File: src/include/dcf_consts.svh
`ifndef DCF_CONSTS_SVH
`define DCF_CONSTS_SVH

// ----------------------------------------
// Geometry
// ----------------------------------------
`define DCF_DATA_W 36
`define DCF_DEPTH 64
`define DCF_PTR_W 7
`define DCF_OFS_W 5
`define DCF_BYTE_W 9
`define DCF_WORD_W 18
`define DCF_BUF_DEPTH 32

// ----------------------------------------
// Pointer and flag values
// ----------------------------------------
`define DCF_PTR_ZERO 7'h00
`define DCF_PTR_ONE 7'h01
`define DCF_FULL_COUNT 7'h40
`define DCF_DATA_ZERO 36'h0_0000_0000

// ----------------------------------------
// Almost-flag offsets, indexed by threshold selects
// ----------------------------------------
`define DCF_OFS_SEL_11 5'h10
`define DCF_OFS_SEL_10 5'h0c
`define DCF_OFS_SEL_01 5'h08
`define DCF_OFS_SEL_00 5'h04

// ----------------------------------------
// Timing counts in port clock edges or clk cycles
// ----------------------------------------
`define DCF_FULL_ARM_EDGES 2'h2
`define DCF_STRAP_WAIT 2'h3

// ----------------------------------------
// Pieces remaining after the first of a long word
// ----------------------------------------
`define DCF_LEFT_LONG 2'h0
`define DCF_LEFT_WORD 2'h1
`define DCF_LEFT_BYTE 2'h3

`endif

File: src/include/dcf_pkg.sv
`include "dcf_consts.svh"

package dcf_pkg;

  typedef struct packed {
    logic select_n;
    logic dir;
    logic strobe;
    logic mailbox_sel;
  } dcf_a_ctl_t;

  typedef struct packed {
    logic select_n;
    logic dir;
    logic strobe;
    logic bsize_sel_hi;
    logic bsize_sel_lo;
  } dcf_b_ctl_t;

  typedef struct packed {
    logic clock;
    dcf_a_ctl_t ctl;
    logic [`DCF_DATA_W-1:0] data;
  } dcf_a_pins_t;

  typedef struct packed {
    logic clock;
    dcf_b_ctl_t ctl;
    logic [`DCF_DATA_W-1:0] data;
  } dcf_b_pins_t;

  typedef enum logic [2:0] {
    DCF_SZ_LONG = 3'b001,
    DCF_SZ_WORD = 3'b010,
    DCF_SZ_BYTE = 3'b100
  } dcf_size_t;

endpackage

File: src/logic/dcf_store.sv
`timescale 1ns/10ps

module dcf_store #(
  parameter int WIDTH = 36,
  parameter int DEPTH = 32
) (
  input wire logic clk,
  input wire logic arst_n,
  input wire logic wr_valid,
  output logic wr_ready,
  input wire logic [WIDTH-1:0] wr_data,
  output logic rd_valid,
  input wire logic rd_ready,
  output logic [WIDTH-1:0] rd_data
);

  localparam int AW = $clog2(DEPTH);

  generate
    if (DEPTH < 2 || (1 << AW) != DEPTH || WIDTH < 1) begin : g_bad
      $error("dcf_store: DEPTH must be a power of two of at least 2");
    end
  endgenerate

  logic [WIDTH-1:0] mem_reg [DEPTH];
  logic [AW:0] wr_idx_reg;
  logic [AW:0] rd_idx_reg;
  logic do_wr;
  logic do_rd;

  // Extra index bit tells full from empty
  assign wr_ready = (wr_idx_reg[AW-1:0] != rd_idx_reg[AW-1:0]) ||
                    (wr_idx_reg[AW] == rd_idx_reg[AW]);
  assign rd_valid = (wr_idx_reg != rd_idx_reg);
  assign do_wr = wr_valid & wr_ready;
  assign do_rd = rd_ready & rd_valid;
  assign rd_data = mem_reg[rd_idx_reg[AW-1:0]];

  always_ff @(posedge clk) begin
    if (do_wr) begin
      mem_reg[wr_idx_reg[AW-1:0]] <= wr_data;
    end
  end

  always_ff @(posedge clk or negedge arst_n) begin
    if (!arst_n) begin
      wr_idx_reg <= '0;
    end else if (do_wr) begin
      wr_idx_reg <= wr_idx_reg + 1'b1;
    end
  end

  always_ff @(posedge clk or negedge arst_n) begin
    if (!arst_n) begin
      rd_idx_reg <= '0;
    end else if (do_rd) begin
      rd_idx_reg <= rd_idx_reg + 1'b1;
    end
  end

endmodule // dcf_store

File: src/logic/dcf_core.sv
`timescale 1ns/10ps
`include "dcf_consts.svh"

// Function
// Port A select, write, strobe, no mailbox, not full: store word in FIFO.
// Port B select, read, strobe, not empty, size not mailbox: read FIFO.
// Reset clears pointers, forces flags; full rises after two A edges; offset loads.
// Mailbox write drives its flag low; writes ignored while flag low.
// FIFO reads while empty flag low are ignored, nothing changes.
// In byte or word size, empty drops after last piece of last word.
// Read pointer advances once per long word moved to output register.
// Empty flag compares pointers: empty, empty plus one, empty plus two.
// Written word readable three B cycles later; empty rises at second edge.
// A B edge too close to a write defers sync to next edge.
// FIFO writes while full flag low are ignored.
// Write pointer advances once per long word written.
// Full flag compares pointers: full, full minus one, full minus two.
// Freed slot writable three A cycles later; full rises at second edge.
// An A edge too close to a read defers sync to next edge.
// Almost-empty compares pointers against flag offset threshold.
// One offset, loaded at reset, serves both almost flags.
// Flags follow fill count: 0, 1..X, 64-X..63, 64 levels.
// Port A mailbox read drives mailbox two, sets its flag high.
// Port B mailbox size reads mailbox one or writes mailbox two.
// Seven-bit pointers, top bit wraps, tell full from empty.

module dcf_core (
  input wire logic clk,
  input wire logic arst_n,
  input wire logic port_a_clock,
  input wire dcf_pkg::dcf_a_ctl_t port_a_ctl,
  input wire logic [`DCF_DATA_W-1:0] port_a_data_in,
  output logic [`DCF_DATA_W-1:0] port_a_data_out,
  output logic port_a_data_oe_n,
  input wire logic port_b_clock,
  input wire dcf_pkg::dcf_b_ctl_t port_b_ctl,
  input wire logic [`DCF_DATA_W-1:0] port_b_data_in,
  output logic [`DCF_DATA_W-1:0] port_b_data_out,
  output logic port_b_data_oe_n,
  input wire logic threshold_sel_lo,
  input wire logic threshold_sel_hi,
  output logic full_flag_n,
  output logic almost_full_n,
  output logic empty_flag_n,
  output logic almost_empty_n,
  output logic mail1_full_n,
  output logic mail2_full_n
);

  // ----------------------------------------
  // Helpers
  // ----------------------------------------
  function automatic logic [`DCF_OFS_W-1:0] ofs_decode(input logic hi, input logic lo);
    case ({hi, lo})
      2'b11: ofs_decode = `DCF_OFS_SEL_11;
      2'b10: ofs_decode = `DCF_OFS_SEL_10;
      2'b01: ofs_decode = `DCF_OFS_SEL_01;
      default: ofs_decode = `DCF_OFS_SEL_00;
    endcase
  endfunction

  function automatic dcf_pkg::dcf_size_t size_decode(input logic hi, input logic lo);
    case ({hi, lo})
      2'b01: size_decode = dcf_pkg::DCF_SZ_WORD;
      2'b10: size_decode = dcf_pkg::DCF_SZ_BYTE;
      default: size_decode = dcf_pkg::DCF_SZ_LONG;
    endcase
  endfunction

  function automatic logic [1:0] pieces_left(input dcf_pkg::dcf_size_t sz);
    case (sz)
      dcf_pkg::DCF_SZ_BYTE: pieces_left = `DCF_LEFT_BYTE;
      dcf_pkg::DCF_SZ_WORD: pieces_left = `DCF_LEFT_WORD;
      default: pieces_left = `DCF_LEFT_LONG;
    endcase
  endfunction

  // Pieces land in the low lanes; unused lanes read zero
  function automatic logic [`DCF_DATA_W-1:0] piece_sel(
    input logic [`DCF_DATA_W-1:0] w,
    input dcf_pkg::dcf_size_t sz,
    input logic [1:0] idx
  );
    case (sz)
      dcf_pkg::DCF_SZ_BYTE:
        piece_sel = {27'h000_0000, w[idx * `DCF_BYTE_W +: `DCF_BYTE_W]};
      dcf_pkg::DCF_SZ_WORD:
        piece_sel = {18'h0_0000, w[idx[0] * `DCF_WORD_W +: `DCF_WORD_W]};
      default:
        piece_sel = w;
    endcase
  endfunction

  // ----------------------------------------
  // Pin synchronisers and port clock edges
  // ----------------------------------------
  // Port clocks are sampled, so they must run well below clk
  dcf_pkg::dcf_a_pins_t a_s1_reg;
  dcf_pkg::dcf_a_pins_t a_s2_reg;
  dcf_pkg::dcf_b_pins_t b_s1_reg;
  dcf_pkg::dcf_b_pins_t b_s2_reg;
  logic a_clk_d_reg;
  logic b_clk_d_reg;
  logic [1:0] thr_s1_reg;
  logic [1:0] thr_s2_reg;
  logic a_edge;
  logic b_edge;

  always_ff @(posedge clk or negedge arst_n) begin
    if (!arst_n) begin
      a_s1_reg <= '0;
      a_s2_reg <= '0;
      a_clk_d_reg <= 1'b0;
    end else begin
      a_s1_reg <= {port_a_clock, port_a_ctl, port_a_data_in};
      a_s2_reg <= a_s1_reg;
      a_clk_d_reg <= a_s2_reg.clock;
    end
  end

  always_ff @(posedge clk or negedge arst_n) begin
    if (!arst_n) begin
      b_s1_reg <= '0;
      b_s2_reg <= '0;
      b_clk_d_reg <= 1'b0;
    end else begin
      b_s1_reg <= {port_b_clock, port_b_ctl, port_b_data_in};
      b_s2_reg <= b_s1_reg;
      b_clk_d_reg <= b_s2_reg.clock;
    end
  end

  always_ff @(posedge clk or negedge arst_n) begin
    if (!arst_n) begin
      thr_s1_reg <= 2'h0;
      thr_s2_reg <= 2'h0;
    end else begin
      thr_s1_reg <= {threshold_sel_hi, threshold_sel_lo};
      thr_s2_reg <= thr_s1_reg;
    end
  end

  assign a_edge = a_s2_reg.clock & ~a_clk_d_reg;
  assign b_edge = b_s2_reg.clock & ~b_clk_d_reg;

  // ----------------------------------------
  // Port decode
  // ----------------------------------------
  logic a_act;
  logic b_act;
  logic b_mail_size;
  logic a_fifo_try;
  logic a_fifo_wr;
  logic a_mail1_wr;
  logic a_mail2_rd;
  logic b_mail2_wr;
  logic b_mail1_rd;
  logic b_fifo_rd;
  logic b_cont;
  logic b_pop_try;
  logic b_pop;
  logic full_now;
  logic ff_armed;
  logic store_wr_ready;
  logic store_rd_valid;
  logic [`DCF_DATA_W-1:0] store_rd_data;
  logic [`DCF_PTR_W-1:0] count_a;
  logic [`DCF_PTR_W-1:0] count_b;
  logic mail1_full_n_reg;
  logic mail2_full_n_reg;
  logic [1:0] piece_left_reg;
  logic [1:0] piece_idx_reg;
  dcf_pkg::dcf_size_t size_cur_reg;
  dcf_pkg::dcf_size_t b_size;

  assign a_act = a_edge & ~a_s2_reg.ctl.select_n & a_s2_reg.ctl.strobe;
  assign b_act = b_edge & ~b_s2_reg.ctl.select_n & b_s2_reg.ctl.strobe;
  assign b_mail_size = b_s2_reg.ctl.bsize_sel_hi & b_s2_reg.ctl.bsize_sel_lo;
  assign b_size = size_decode(b_s2_reg.ctl.bsize_sel_hi, b_s2_reg.ctl.bsize_sel_lo);

  assign a_fifo_try = a_act & a_s2_reg.ctl.dir & ~a_s2_reg.ctl.mailbox_sel &
                      ff_armed & ~full_now;
  assign a_fifo_wr = a_fifo_try & store_wr_ready;
  assign a_mail1_wr = a_act & a_s2_reg.ctl.dir & a_s2_reg.ctl.mailbox_sel &
                      mail1_full_n_reg;
  assign a_mail2_rd = a_act & ~a_s2_reg.ctl.dir & a_s2_reg.ctl.mailbox_sel;
  assign b_mail2_wr = b_act & b_s2_reg.ctl.dir & b_mail_size & mail2_full_n_reg;
  assign b_mail1_rd = b_act & ~b_s2_reg.ctl.dir & b_mail_size;
  assign b_fifo_rd = b_act & ~b_s2_reg.ctl.dir & ~b_mail_size;

  // Same size with pieces pending continues; a new size reloads and drops the rest
  assign b_cont = b_fifo_rd & (b_size == size_cur_reg) & (piece_left_reg != 2'h0);
  assign b_pop_try = b_fifo_rd & ~b_cont & (count_b != `DCF_PTR_ZERO);
  assign b_pop = b_pop_try & store_rd_valid;

  // ----------------------------------------
  // Storage
  // ----------------------------------------
  dcf_store #(
    .WIDTH(`DCF_DATA_W),
    .DEPTH(`DCF_DEPTH)
  ) u_store (
    .clk(clk),
    .arst_n(arst_n),
    .wr_valid(a_fifo_try),
    .wr_ready(store_wr_ready),
    .wr_data(a_s2_reg.data),
    .rd_valid(store_rd_valid),
    .rd_ready(b_pop_try),
    .rd_data(store_rd_data)
  );

  // ----------------------------------------
  // Pointers and cross-port copies
  // ----------------------------------------
  logic [`DCF_PTR_W-1:0] wr_ptr_reg;
  logic [`DCF_PTR_W-1:0] rd_ptr_reg;
  logic [`DCF_PTR_W-1:0] wr_b1_reg;
  logic [`DCF_PTR_W-1:0] wr_b2_reg;
  logic [`DCF_PTR_W-1:0] rd_a1_reg;
  logic [`DCF_PTR_W-1:0] rd_a2_reg;

  always_ff @(posedge clk or negedge arst_n) begin
    if (!arst_n) begin
      wr_ptr_reg <= `DCF_PTR_ZERO;
    end else if (a_fifo_wr) begin
      wr_ptr_reg <= wr_ptr_reg + `DCF_PTR_ONE;
    end
  end

  always_ff @(posedge clk or negedge arst_n) begin
    if (!arst_n) begin
      rd_ptr_reg <= `DCF_PTR_ZERO;
    end else if (b_pop) begin
      rd_ptr_reg <= rd_ptr_reg + `DCF_PTR_ONE;
    end
  end

  // A write in the same clk as a B edge is caught only by the next edge
  always_ff @(posedge clk or negedge arst_n) begin
    if (!arst_n) begin
      wr_b1_reg <= `DCF_PTR_ZERO;
      wr_b2_reg <= `DCF_PTR_ZERO;
    end else if (b_edge) begin
      wr_b1_reg <= wr_ptr_reg;
      wr_b2_reg <= wr_b1_reg;
    end
  end

  always_ff @(posedge clk or negedge arst_n) begin
    if (!arst_n) begin
      rd_a1_reg <= `DCF_PTR_ZERO;
      rd_a2_reg <= `DCF_PTR_ZERO;
    end else if (a_edge) begin
      rd_a1_reg <= rd_ptr_reg;
      rd_a2_reg <= rd_a1_reg;
    end
  end

  assign count_a = wr_ptr_reg - rd_a2_reg;
  assign count_b = wr_b2_reg - rd_ptr_reg;
  assign full_now = (count_a == `DCF_FULL_COUNT);

  // ----------------------------------------
  // Reset arming and offset load
  // ----------------------------------------
  logic [1:0] ff_arm_reg;
  logic [1:0] strap_wait_reg;
  logic [`DCF_OFS_W-1:0] ofs_reg;

  always_ff @(posedge clk or negedge arst_n) begin
    if (!arst_n) begin
      ff_arm_reg <= 2'h0;
    end else if (a_edge && ff_arm_reg != `DCF_FULL_ARM_EDGES) begin
      ff_arm_reg <= ff_arm_reg + 2'h1;
    end
  end

  assign ff_armed = (ff_arm_reg == `DCF_FULL_ARM_EDGES);

  // Selects are read only once the synchroniser holds post-reset levels
  always_ff @(posedge clk or negedge arst_n) begin
    if (!arst_n) begin
      strap_wait_reg <= 2'h0;
    end else if (strap_wait_reg != `DCF_STRAP_WAIT) begin
      strap_wait_reg <= strap_wait_reg + 2'h1;
    end
  end

  always_ff @(posedge clk or negedge arst_n) begin
    if (!arst_n) begin
      ofs_reg <= `DCF_OFS_SEL_00;
    end else if (strap_wait_reg == `DCF_STRAP_WAIT - 2'h1) begin
      ofs_reg <= ofs_decode(thr_s2_reg[1], thr_s2_reg[0]);
    end
  end

  // ----------------------------------------
  // Status flags
  // ----------------------------------------
  always_ff @(posedge clk or negedge arst_n) begin
    if (!arst_n) begin
      full_flag_n <= 1'b0;
      almost_full_n <= 1'b1;
    end else begin
      full_flag_n <= ff_armed & ~full_now;
      almost_full_n <= (count_a < (`DCF_FULL_COUNT - {2'b00, ofs_reg}));
    end
  end

  always_ff @(posedge clk or negedge arst_n) begin
    if (!arst_n) begin
      empty_flag_n <= 1'b0;
      almost_empty_n <= 1'b0;
    end else begin
      empty_flag_n <= (count_b != `DCF_PTR_ZERO) | (piece_left_reg != 2'h0);
      almost_empty_n <= (count_b > {2'b00, ofs_reg});
    end
  end

  // ----------------------------------------
  // Port B output register and bus sizing
  // ----------------------------------------
  logic [`DCF_DATA_W-1:0] hold_reg;
  logic [`DCF_DATA_W-1:0] fifo_out_reg;

  always_ff @(posedge clk or negedge arst_n) begin
    if (!arst_n) begin
      hold_reg <= `DCF_DATA_ZERO;
      fifo_out_reg <= `DCF_DATA_ZERO;
      piece_left_reg <= 2'h0;
      piece_idx_reg <= 2'h0;
      size_cur_reg <= dcf_pkg::DCF_SZ_LONG;
    end else if (b_pop) begin
      hold_reg <= store_rd_data;
      fifo_out_reg <= piece_sel(store_rd_data, b_size, 2'h0);
      piece_left_reg <= pieces_left(b_size);
      piece_idx_reg <= 2'h0;
      size_cur_reg <= b_size;
    end else if (b_cont) begin
      fifo_out_reg <= piece_sel(hold_reg, size_cur_reg, piece_idx_reg + 2'h1);
      piece_left_reg <= piece_left_reg - 2'h1;
      piece_idx_reg <= piece_idx_reg + 2'h1;
    end
  end

  // ----------------------------------------
  // Mailboxes
  // ----------------------------------------
  logic [`DCF_DATA_W-1:0] mail1_reg;
  logic [`DCF_DATA_W-1:0] mail2_reg;

  always_ff @(posedge clk or negedge arst_n) begin
    if (!arst_n) begin
      mail1_reg <= `DCF_DATA_ZERO;
      mail1_full_n_reg <= 1'b1;
    end else if (a_mail1_wr) begin
      mail1_reg <= a_s2_reg.data;
      mail1_full_n_reg <= 1'b0;
    end else if (b_mail1_rd) begin
      mail1_full_n_reg <= 1'b1;
    end
  end

  always_ff @(posedge clk or negedge arst_n) begin
    if (!arst_n) begin
      mail2_reg <= `DCF_DATA_ZERO;
      mail2_full_n_reg <= 1'b1;
    end else if (b_mail2_wr) begin
      mail2_reg <= b_s2_reg.data;
      mail2_full_n_reg <= 1'b0;
    end else if (a_mail2_rd) begin
      mail2_full_n_reg <= 1'b1;
    end
  end

  assign mail1_full_n = mail1_full_n_reg;
  assign mail2_full_n = mail2_full_n_reg;

  // ----------------------------------------
  // Data pins
  // ----------------------------------------
  always_ff @(posedge clk or negedge arst_n) begin
    if (!arst_n) begin
      port_a_data_out <= `DCF_DATA_ZERO;
      port_b_data_out <= `DCF_DATA_ZERO;
    end else begin
      port_a_data_out <= mail2_reg;
      port_b_data_out <= b_mail_size ? mail1_reg : fifo_out_reg;
    end
  end

  assign port_a_data_oe_n = a_s2_reg.ctl.select_n | a_s2_reg.ctl.dir;
  assign port_b_data_oe_n = b_s2_reg.ctl.select_n | b_s2_reg.ctl.dir;

endmodule // dcf_core

File: config.mk
export PLATFORM = sky130hd
export DESIGN_NAME = dcf_core
export DESIGN_NICKNAME = d
export VERILOG_FILES = /design/src/include/dcf_pkg.sv /design/src/logic/dcf_store.sv /design/src/logic/dcf_core.sv
export VERILOG_INCLUDE_DIRS = /design/src /design/src/include
export SDC_FILE = /design/constraint.sdc
export NUM_CORES = 2
export LEC_CHECK = 0
export ABC_AREA = 1
export BUFFER_PORTS_ARGS = -buffer_cell sky130_fd_sc_hd__buf_2
export CAP_MARGIN = 15
export CORE_MARGIN = 2
export CORE_UTILIZATION = 42
export CTS_CLUSTER_DIAMETER = 80
export DETAILED_ROUTE_END_ITERATION = 16
export PLACE_DENSITY = 0.59
export SYNTH_ARGS = -nofsm -noshare
export SYNTH_HDL_FRONTEND = slang
export SYNTH_SLANG_ARGS = --single-unit
File: constraint.sdc
create_clock -name clk -period 5.1 [get_ports clk]
set_input_delay 0.765 -clock clk [delete_from_list [all_inputs] [get_ports clk]]
set_output_delay 0.765 -clock clk [all_outputs]
set_load 0.05 [all_outputs]
## Word-level counts from Yosys, hierarchy flattened

Memories as Yosys holds them, arrays and structs flattened.
Index checks and enable logic that the tools add are counted.

- Flip-flop bits (word level): 466
- Latch bits: 0
- RAM bits: 2304
- Bits in read-only memories: 0
- Input port bits: 87
- Output and inout bits: 80
- Word-level logic and storage cells: 158
- Memories: 1

Memories:

| name | words | width | rd ports | clocked after memory_dff | wr ports | RTL line | RTL |
|---|---|---|---|---|---|---|---|
| u_store.mem_reg | 64 | 36 | 1 | 0 | 1 | dcf_store.sv:25 | `logic [WIDTH-1:0] mem_reg [DEPTH];` |

- Add/subtract/negate cells: 11
- Multipliers: 2
- Div/mod/pow operators: 0
- Magnitude comparators: 2
- Equality and inequality tests: 18
- Shift-type cells: 2
- Mux-type cells: 18
- Bitwise operators: 41
- Reductions and logical operators: 7

Operators by type and width:

| cell | count |
|---|---|
| one-hot mux 36 bit (2 select lines) | 2 |
| two-way mux 36 bit | 3 |
| indexed part select 36 x 7 -> 18 bit | 1 |
| indexed part select 36 x 7 -> 9 bit | 1 |
| adder 7 x 1 -> 7 bit (second input constant) | 4 |
| bitwise AND 1 bit | 28 |
| one-hot mux 5 bit (3 select lines) | 1 |
| subtractor 7 bit | 2 |
| equality test 2 bit (second input constant) | 5 |
| NOT 1 bit | 10 |
| two-way mux 2 bit | 4 |
| nonzero test 2 bit | 4 |
| equality test 7 bit (second input constant) | 1 |
| > comparator 7 x 5 -> 1 bit | 1 |
| less-than comparator 7 bit | 1 |
| != test 7 bit | 1 |
| nonzero test 7 bit | 1 |
| subtractor 7 x 5 -> 7 bit (first input constant) | 1 |
| adder 2 x 1 -> 2 bit (second input constant) | 3 |
| equality test 3 x 2 -> 1 bit (second input constant) | 2 |
| equality test 3 bit (second input constant) | 2 |
| multiplier 2 x 4 -> 6 bit (second input constant) | 1 |
| two-way mux 1 bit | 6 |
| != test 6 bit | 1 |
| other kinds (11) | 15 |

## Longest topological paths before layout

- Word-level depth: 13
- Gate-level depth with buffers: 20
- Gate-level depth less buffers: 17

## Modules after synthesis

Synthesis repeated with hierarchy kept, for this count alone.

- Cells, all modules: 10999
- Area total of the unflattened synthesis: 115637.2 um^2

Modules (own cells, without submodules):

| module | times used | cells each | area an instance (um^2) | seq. area each (um^2) |
|---|---|---|---|---|
| dcf_store | 1 | 9406 | 99006.2 | 69536.7 |
| dcf_core | 1 | 1593 | 16631.0 | 11267.1 |

## Worst setup path before layout

OpenSTA, ideal clock, no wires.

- Path kind: flip-flop to flip-flop
- Start point: reg wr_ptr_reg[3]
- End point: mem u_store.mem_reg[13][0], enable pin
- Setup time: 0.474 ns
- Data arrival time: 4.211 ns
- Data required time: 4.626 ns
- Slack: 0.415 ns
- Cell stages (with the launch flop): 11
- Path buffers: 1
- Clock period less this slack: 4.685 ns
- Cells stage by stage: dfrtp_1 > ha_1 > a21oi_1 > or2_1 > nand3_1 > nand2_1 > nand2_1 > nand3_2 > nand4_2 > buf_2 > nor3_1

- Longest elaborated chain between the ends: 7

RTL lines:

| element | RTL line | RTL |
|---|---|---|
| start, declared | dcf_core.sv:216 | `` logic [`DCF_PTR_W-1:0] wr_ptr_reg; `` |
| start signal, assigned | dcf_core.sv:225 | `` wr_ptr_reg <= `DCF_PTR_ZERO; `` |
| start signal, assigned | dcf_core.sv:227 | `` wr_ptr_reg <= wr_ptr_reg + `DCF_PTR_ONE; `` |
| subtractor 7 bit | dcf_core.sv:260 | `assign count_a = wr_ptr_reg - rd_a2_reg;` |
| equality test 7 bit (no line) | n/a |  |
| NOT 1 bit | dcf_core.sv:182 | `ff_armed & ~full_now;` |
| bitwise AND 1 bit | dcf_core.sv:182 |  |
| bitwise AND 1 bit | dcf_store.sv:35 | `assign do_wr = wr_valid & wr_ready;` |
| two-way mux 1 bit | dcf_store.sv:40 | `if (do_wr) begin` |
| two-way mux 1 bit (not written as such) | dcf_store.sv:41 | `mem_reg[wr_idx_reg[AW-1:0]] <= wr_data;` |
| end, declared | dcf_store.sv:25 |  |

Every way passes these cells.

## Final worst setup path

- Start point: reg wr_ptr_reg[2]
- End point: mem u_store.mem_reg[2][3], enable pin

The elaborated chain is that of the path after synthesis.

==> metrics.md <==
| Metric | Value |
|---|---|
| Clk_lat worst skew | 0.89 ns |
| GRT Util Overall | 0.2424 |
| Cell accounting for the most synthesized area | edfxtp_1 |
| Most frequent cells in the layout | nand2_1 (2842), edfxtp_1 (2304), nand3_1 (1284) |
| Instance count of the mapped netlist | 9698 |
| Ports | 167 |
| HP Start | port_a_ctl[2] |
| Crit. End Element | flip-flop |
| Starting density of the core | 0.4215 |
| CTS root buffer | clkbuf_16 |
| Die Wd | 519.6 um |
| Clock buffer count from CTS | 299 |
| Layout cells sized above 1 | 0.09244 |
| CP Class | flip-flop to flip-flop |
| Most common cell after layout, fill and taps aside | nand2_1 |
| Power Density | 415.7 nW/um^2 |
| H-tree levels | 5 |
| Unrepaired setup endpoints after global routing | no |
| R2r startpoint | wr_ptr_reg[2]$_DFFE_PN0P_ |
| Yosys top cell area share | 0.6197 |
| Final worst path period need | 4.330 ns |
| Die Y | 519.6 um |
| Vias in the first global route | 70.80k |
| Maximum clock rate | 231.0 MHz |
| Average routed wire per standard cell | 24.40 um |
| Fin nets | 10.04k |
| Post-route ant nets | 0 |
| Post-Syn Area | 111600 um^2 |
| Setup TNS Final | 0 ns |
| TritonCTS clock tree | yes |
| Worst Setup SP | wr_ptr_reg[2]$_DFFE_PN0P_ |
| # setup viols final | 0 |
| Syn nets | 9821 |
| DRC | 0 |
| Actual slew at the worst max-slew pin | 1.157 ns |
| Congestion Overflow GR | 0 |
| Number of flip-flops in the largest register | 2304 |
| Setup Fix Bufs, Post-CTS | 0 |
| Vias per cell | 5.423 |
| Area contributors post-synth | edfxtp_1 (62%), dfrtp_1 (10%), nand2_1 (9.6%) |
| Clk sinks | 2768 |
| Area Overhead vs Synth | 13.10% |
| Port-buffer cells | 166 |
| Status | finished, final reports clean |
| Maximum vdd ir drop | 335.4 uV |
| Lkg Pwr | 48.17 nW |
| WL final | 333.8 mm |
| Largest net degree at the start of global routing | 178 |
| Post-synthesis sequential area ratio | 0.7238 |
| Crit path DAT | 4.83 ns |
| Filler cells | 23.67k |
| Final Wtd Congestion | 0.9510 |
| DPL Wire Length | 180.2 mm |
| YS warnings | 0 |
| First-pass GRT wire length | 485.3 mm |
| Final Cycle Share | 0.8490 |
| Hold Vio Cnt, Final | 0 |
| Synth Area per Inst | 11.51 um^2 |
| CORE AREA | 264900 um^2 |
| Worst min path class | input port to flip-flop |
| Clock Skews | 0.04690 ns |
| Clk slew on worst S/H paths | 0.06 ns |
| Initial antenna violation count | 19 |
| Drt first pass iters | 6 |
| Synth Register Bits | 2768 |
| Slew HR | 0.2288 |
| Final Max Slew Viols | 0 |
| Drt initial violations | 9747 |
| Max cap viols | 0 |
| Maximum fanout along the worst path | 35 |
| # rows | 189 |
| Via count of the routed design | 74.22k |
| CP Data Required Time | 5.60 ns |
| Die ar. | 270000 um^2 |
| Post-synthesis cell type count | 46 |
| Worst setup SP type | flip-flop |
| Clock buffer depth | 4 |
| Power, Total | 0.05249 W |
worst max-delay path, stage by stage (launching register included):
cell	delay, ns
dfrtp_1	0.47
ha_1	0.44
inv_1	0.09
nor3_1	0.20
nand2_1	0.11
nand4_1	0.10
nand2_1	0.10
nand3_2	0.28
nand3_2	0.13
inv_2	0.30
nand2_1	0.70
buf_4	0.43
nor2_4	0.10
buf_4	0.47
cell families after synthesis:
| group | Yosys count | synth area share |
|---|---|---|
| and+or+nand+nor | 4982 | 0.1841 |
| DFF | 2768 | 0.7238 |
| buffers and inverters | 1101 | 0.04787 |
| AOI/OAI and AO/OA | 778 | 0.03750 |
| adders and majority gates | 36 | 0.004035 |
| xor gates and xnor gates | 29 | 0.002275 |
| muxes | 4 | 0.0004034 |
synthesized netlist by cell type (all sizes together):
master / instances
nand2: 2845
edfxtp: 2304
nand3: 1286
nor2: 750
o21ai: 582
inv: 553
dfrtp: 459
buf: 436
clkbuf: 111
a21oi: 86
o211ai: 78
nor3: 60
ha: 36
nand4: 23
xor2: 21
o221ai: 19
or2: 12
o22ai: 9
xnor2: 8
dfstp: 5
mux2: 4
nand3b: 4
a211oi: 1
a21o: 1
clkinv: 1
nand2b: 1
nor4: 1
o2111ai: 1
o221a: 1
worst paths after layout:
check / slack, ns / depth (start not counted) / to
max: 0.77 / 13 / u_store.mem_reg[2][3]$_DFFE_PP_
min: 0.04 / 1 / a_s1_reg[38]$_DFF_PN0_
max reg2reg: 0.77 / 13 / u_store.mem_reg[2][3]$_DFFE_PP_
max in group asynchronous: 3.07 / 3 / u_store.rd_idx_reg[3]$_DFFE_PN0P_
min reg2reg: 0.33 / 0 / a_s2_reg[35]$_DFF_PN0_
min in group asynchronous: 0.45 / 2 / mail1_reg[3]$_DFFE_PN0P_
layer usage:
layer,vias to the layer above,GRT usage,routed length (um)
met5,-,0,27
met3,526,0.04291,31210
met1,36800,0.3478,140500
li1,33520,-,-
met4,4,0.07616,10120
met2,3361,0.3762,152000
power by group:
group	total [W]	internal (W)	leakage [nW]	switching, W
clock	0.0207	0.0118	4.52	0.00881
combinational	0.00660	0.00167	17.0	0.00493
sequential	0.0252	0.0249	26.6	0.000341
layout make-up:
cell class | instances | area, um^2 | share of cell area
Sequential cell | 2768 | 80860 | 0.6404
Clock buffer | 386 | 8071 | 0.06392
Timing Repair Buffer | 462 | 3761 | 0.02979
Multi-Input combinational cell | 5829 | 25900 | 0.2051
Clock inverter | 148 | 1104 | 0.008740
Antenna cell | 4 | 10.01 | 0.00007927
Tap cell | 3533 | 4420 | 0.03501
Inverter | 554 | 2135 | 0.01691
stage by stage:
step | worst slack, ns | util | std cells | area, um^2 | hold slack (ns)
after floorplan | 0.4153 | - | 9698 | 111600 | 0.3312
after global placement | 0.9154 | 0.4388 | 13060 | 116200 | 0.3320
after detailed placement | 0.9190 | 0.4388 | 13060 | 116200 | 0.3347
after CTS | 0.9015 | 0.4766 | 13680 | 126200 | 0.001926
after global routing | 0.6018 | 0.4767 | 13680 | 126300 | 0.02257
final | 0.7701 | 0.4767 | 13680 | 126300 | 0.04470
timing repair:
item                                    4_1_cts  5_1_grt
hold endpoints to repair                    152        0
endpoints found under the setup margin        0        0
resized for setup                             0        0
hold buffers                                 84        0
No activity file was read; power rests on OpenSTA's default activity.
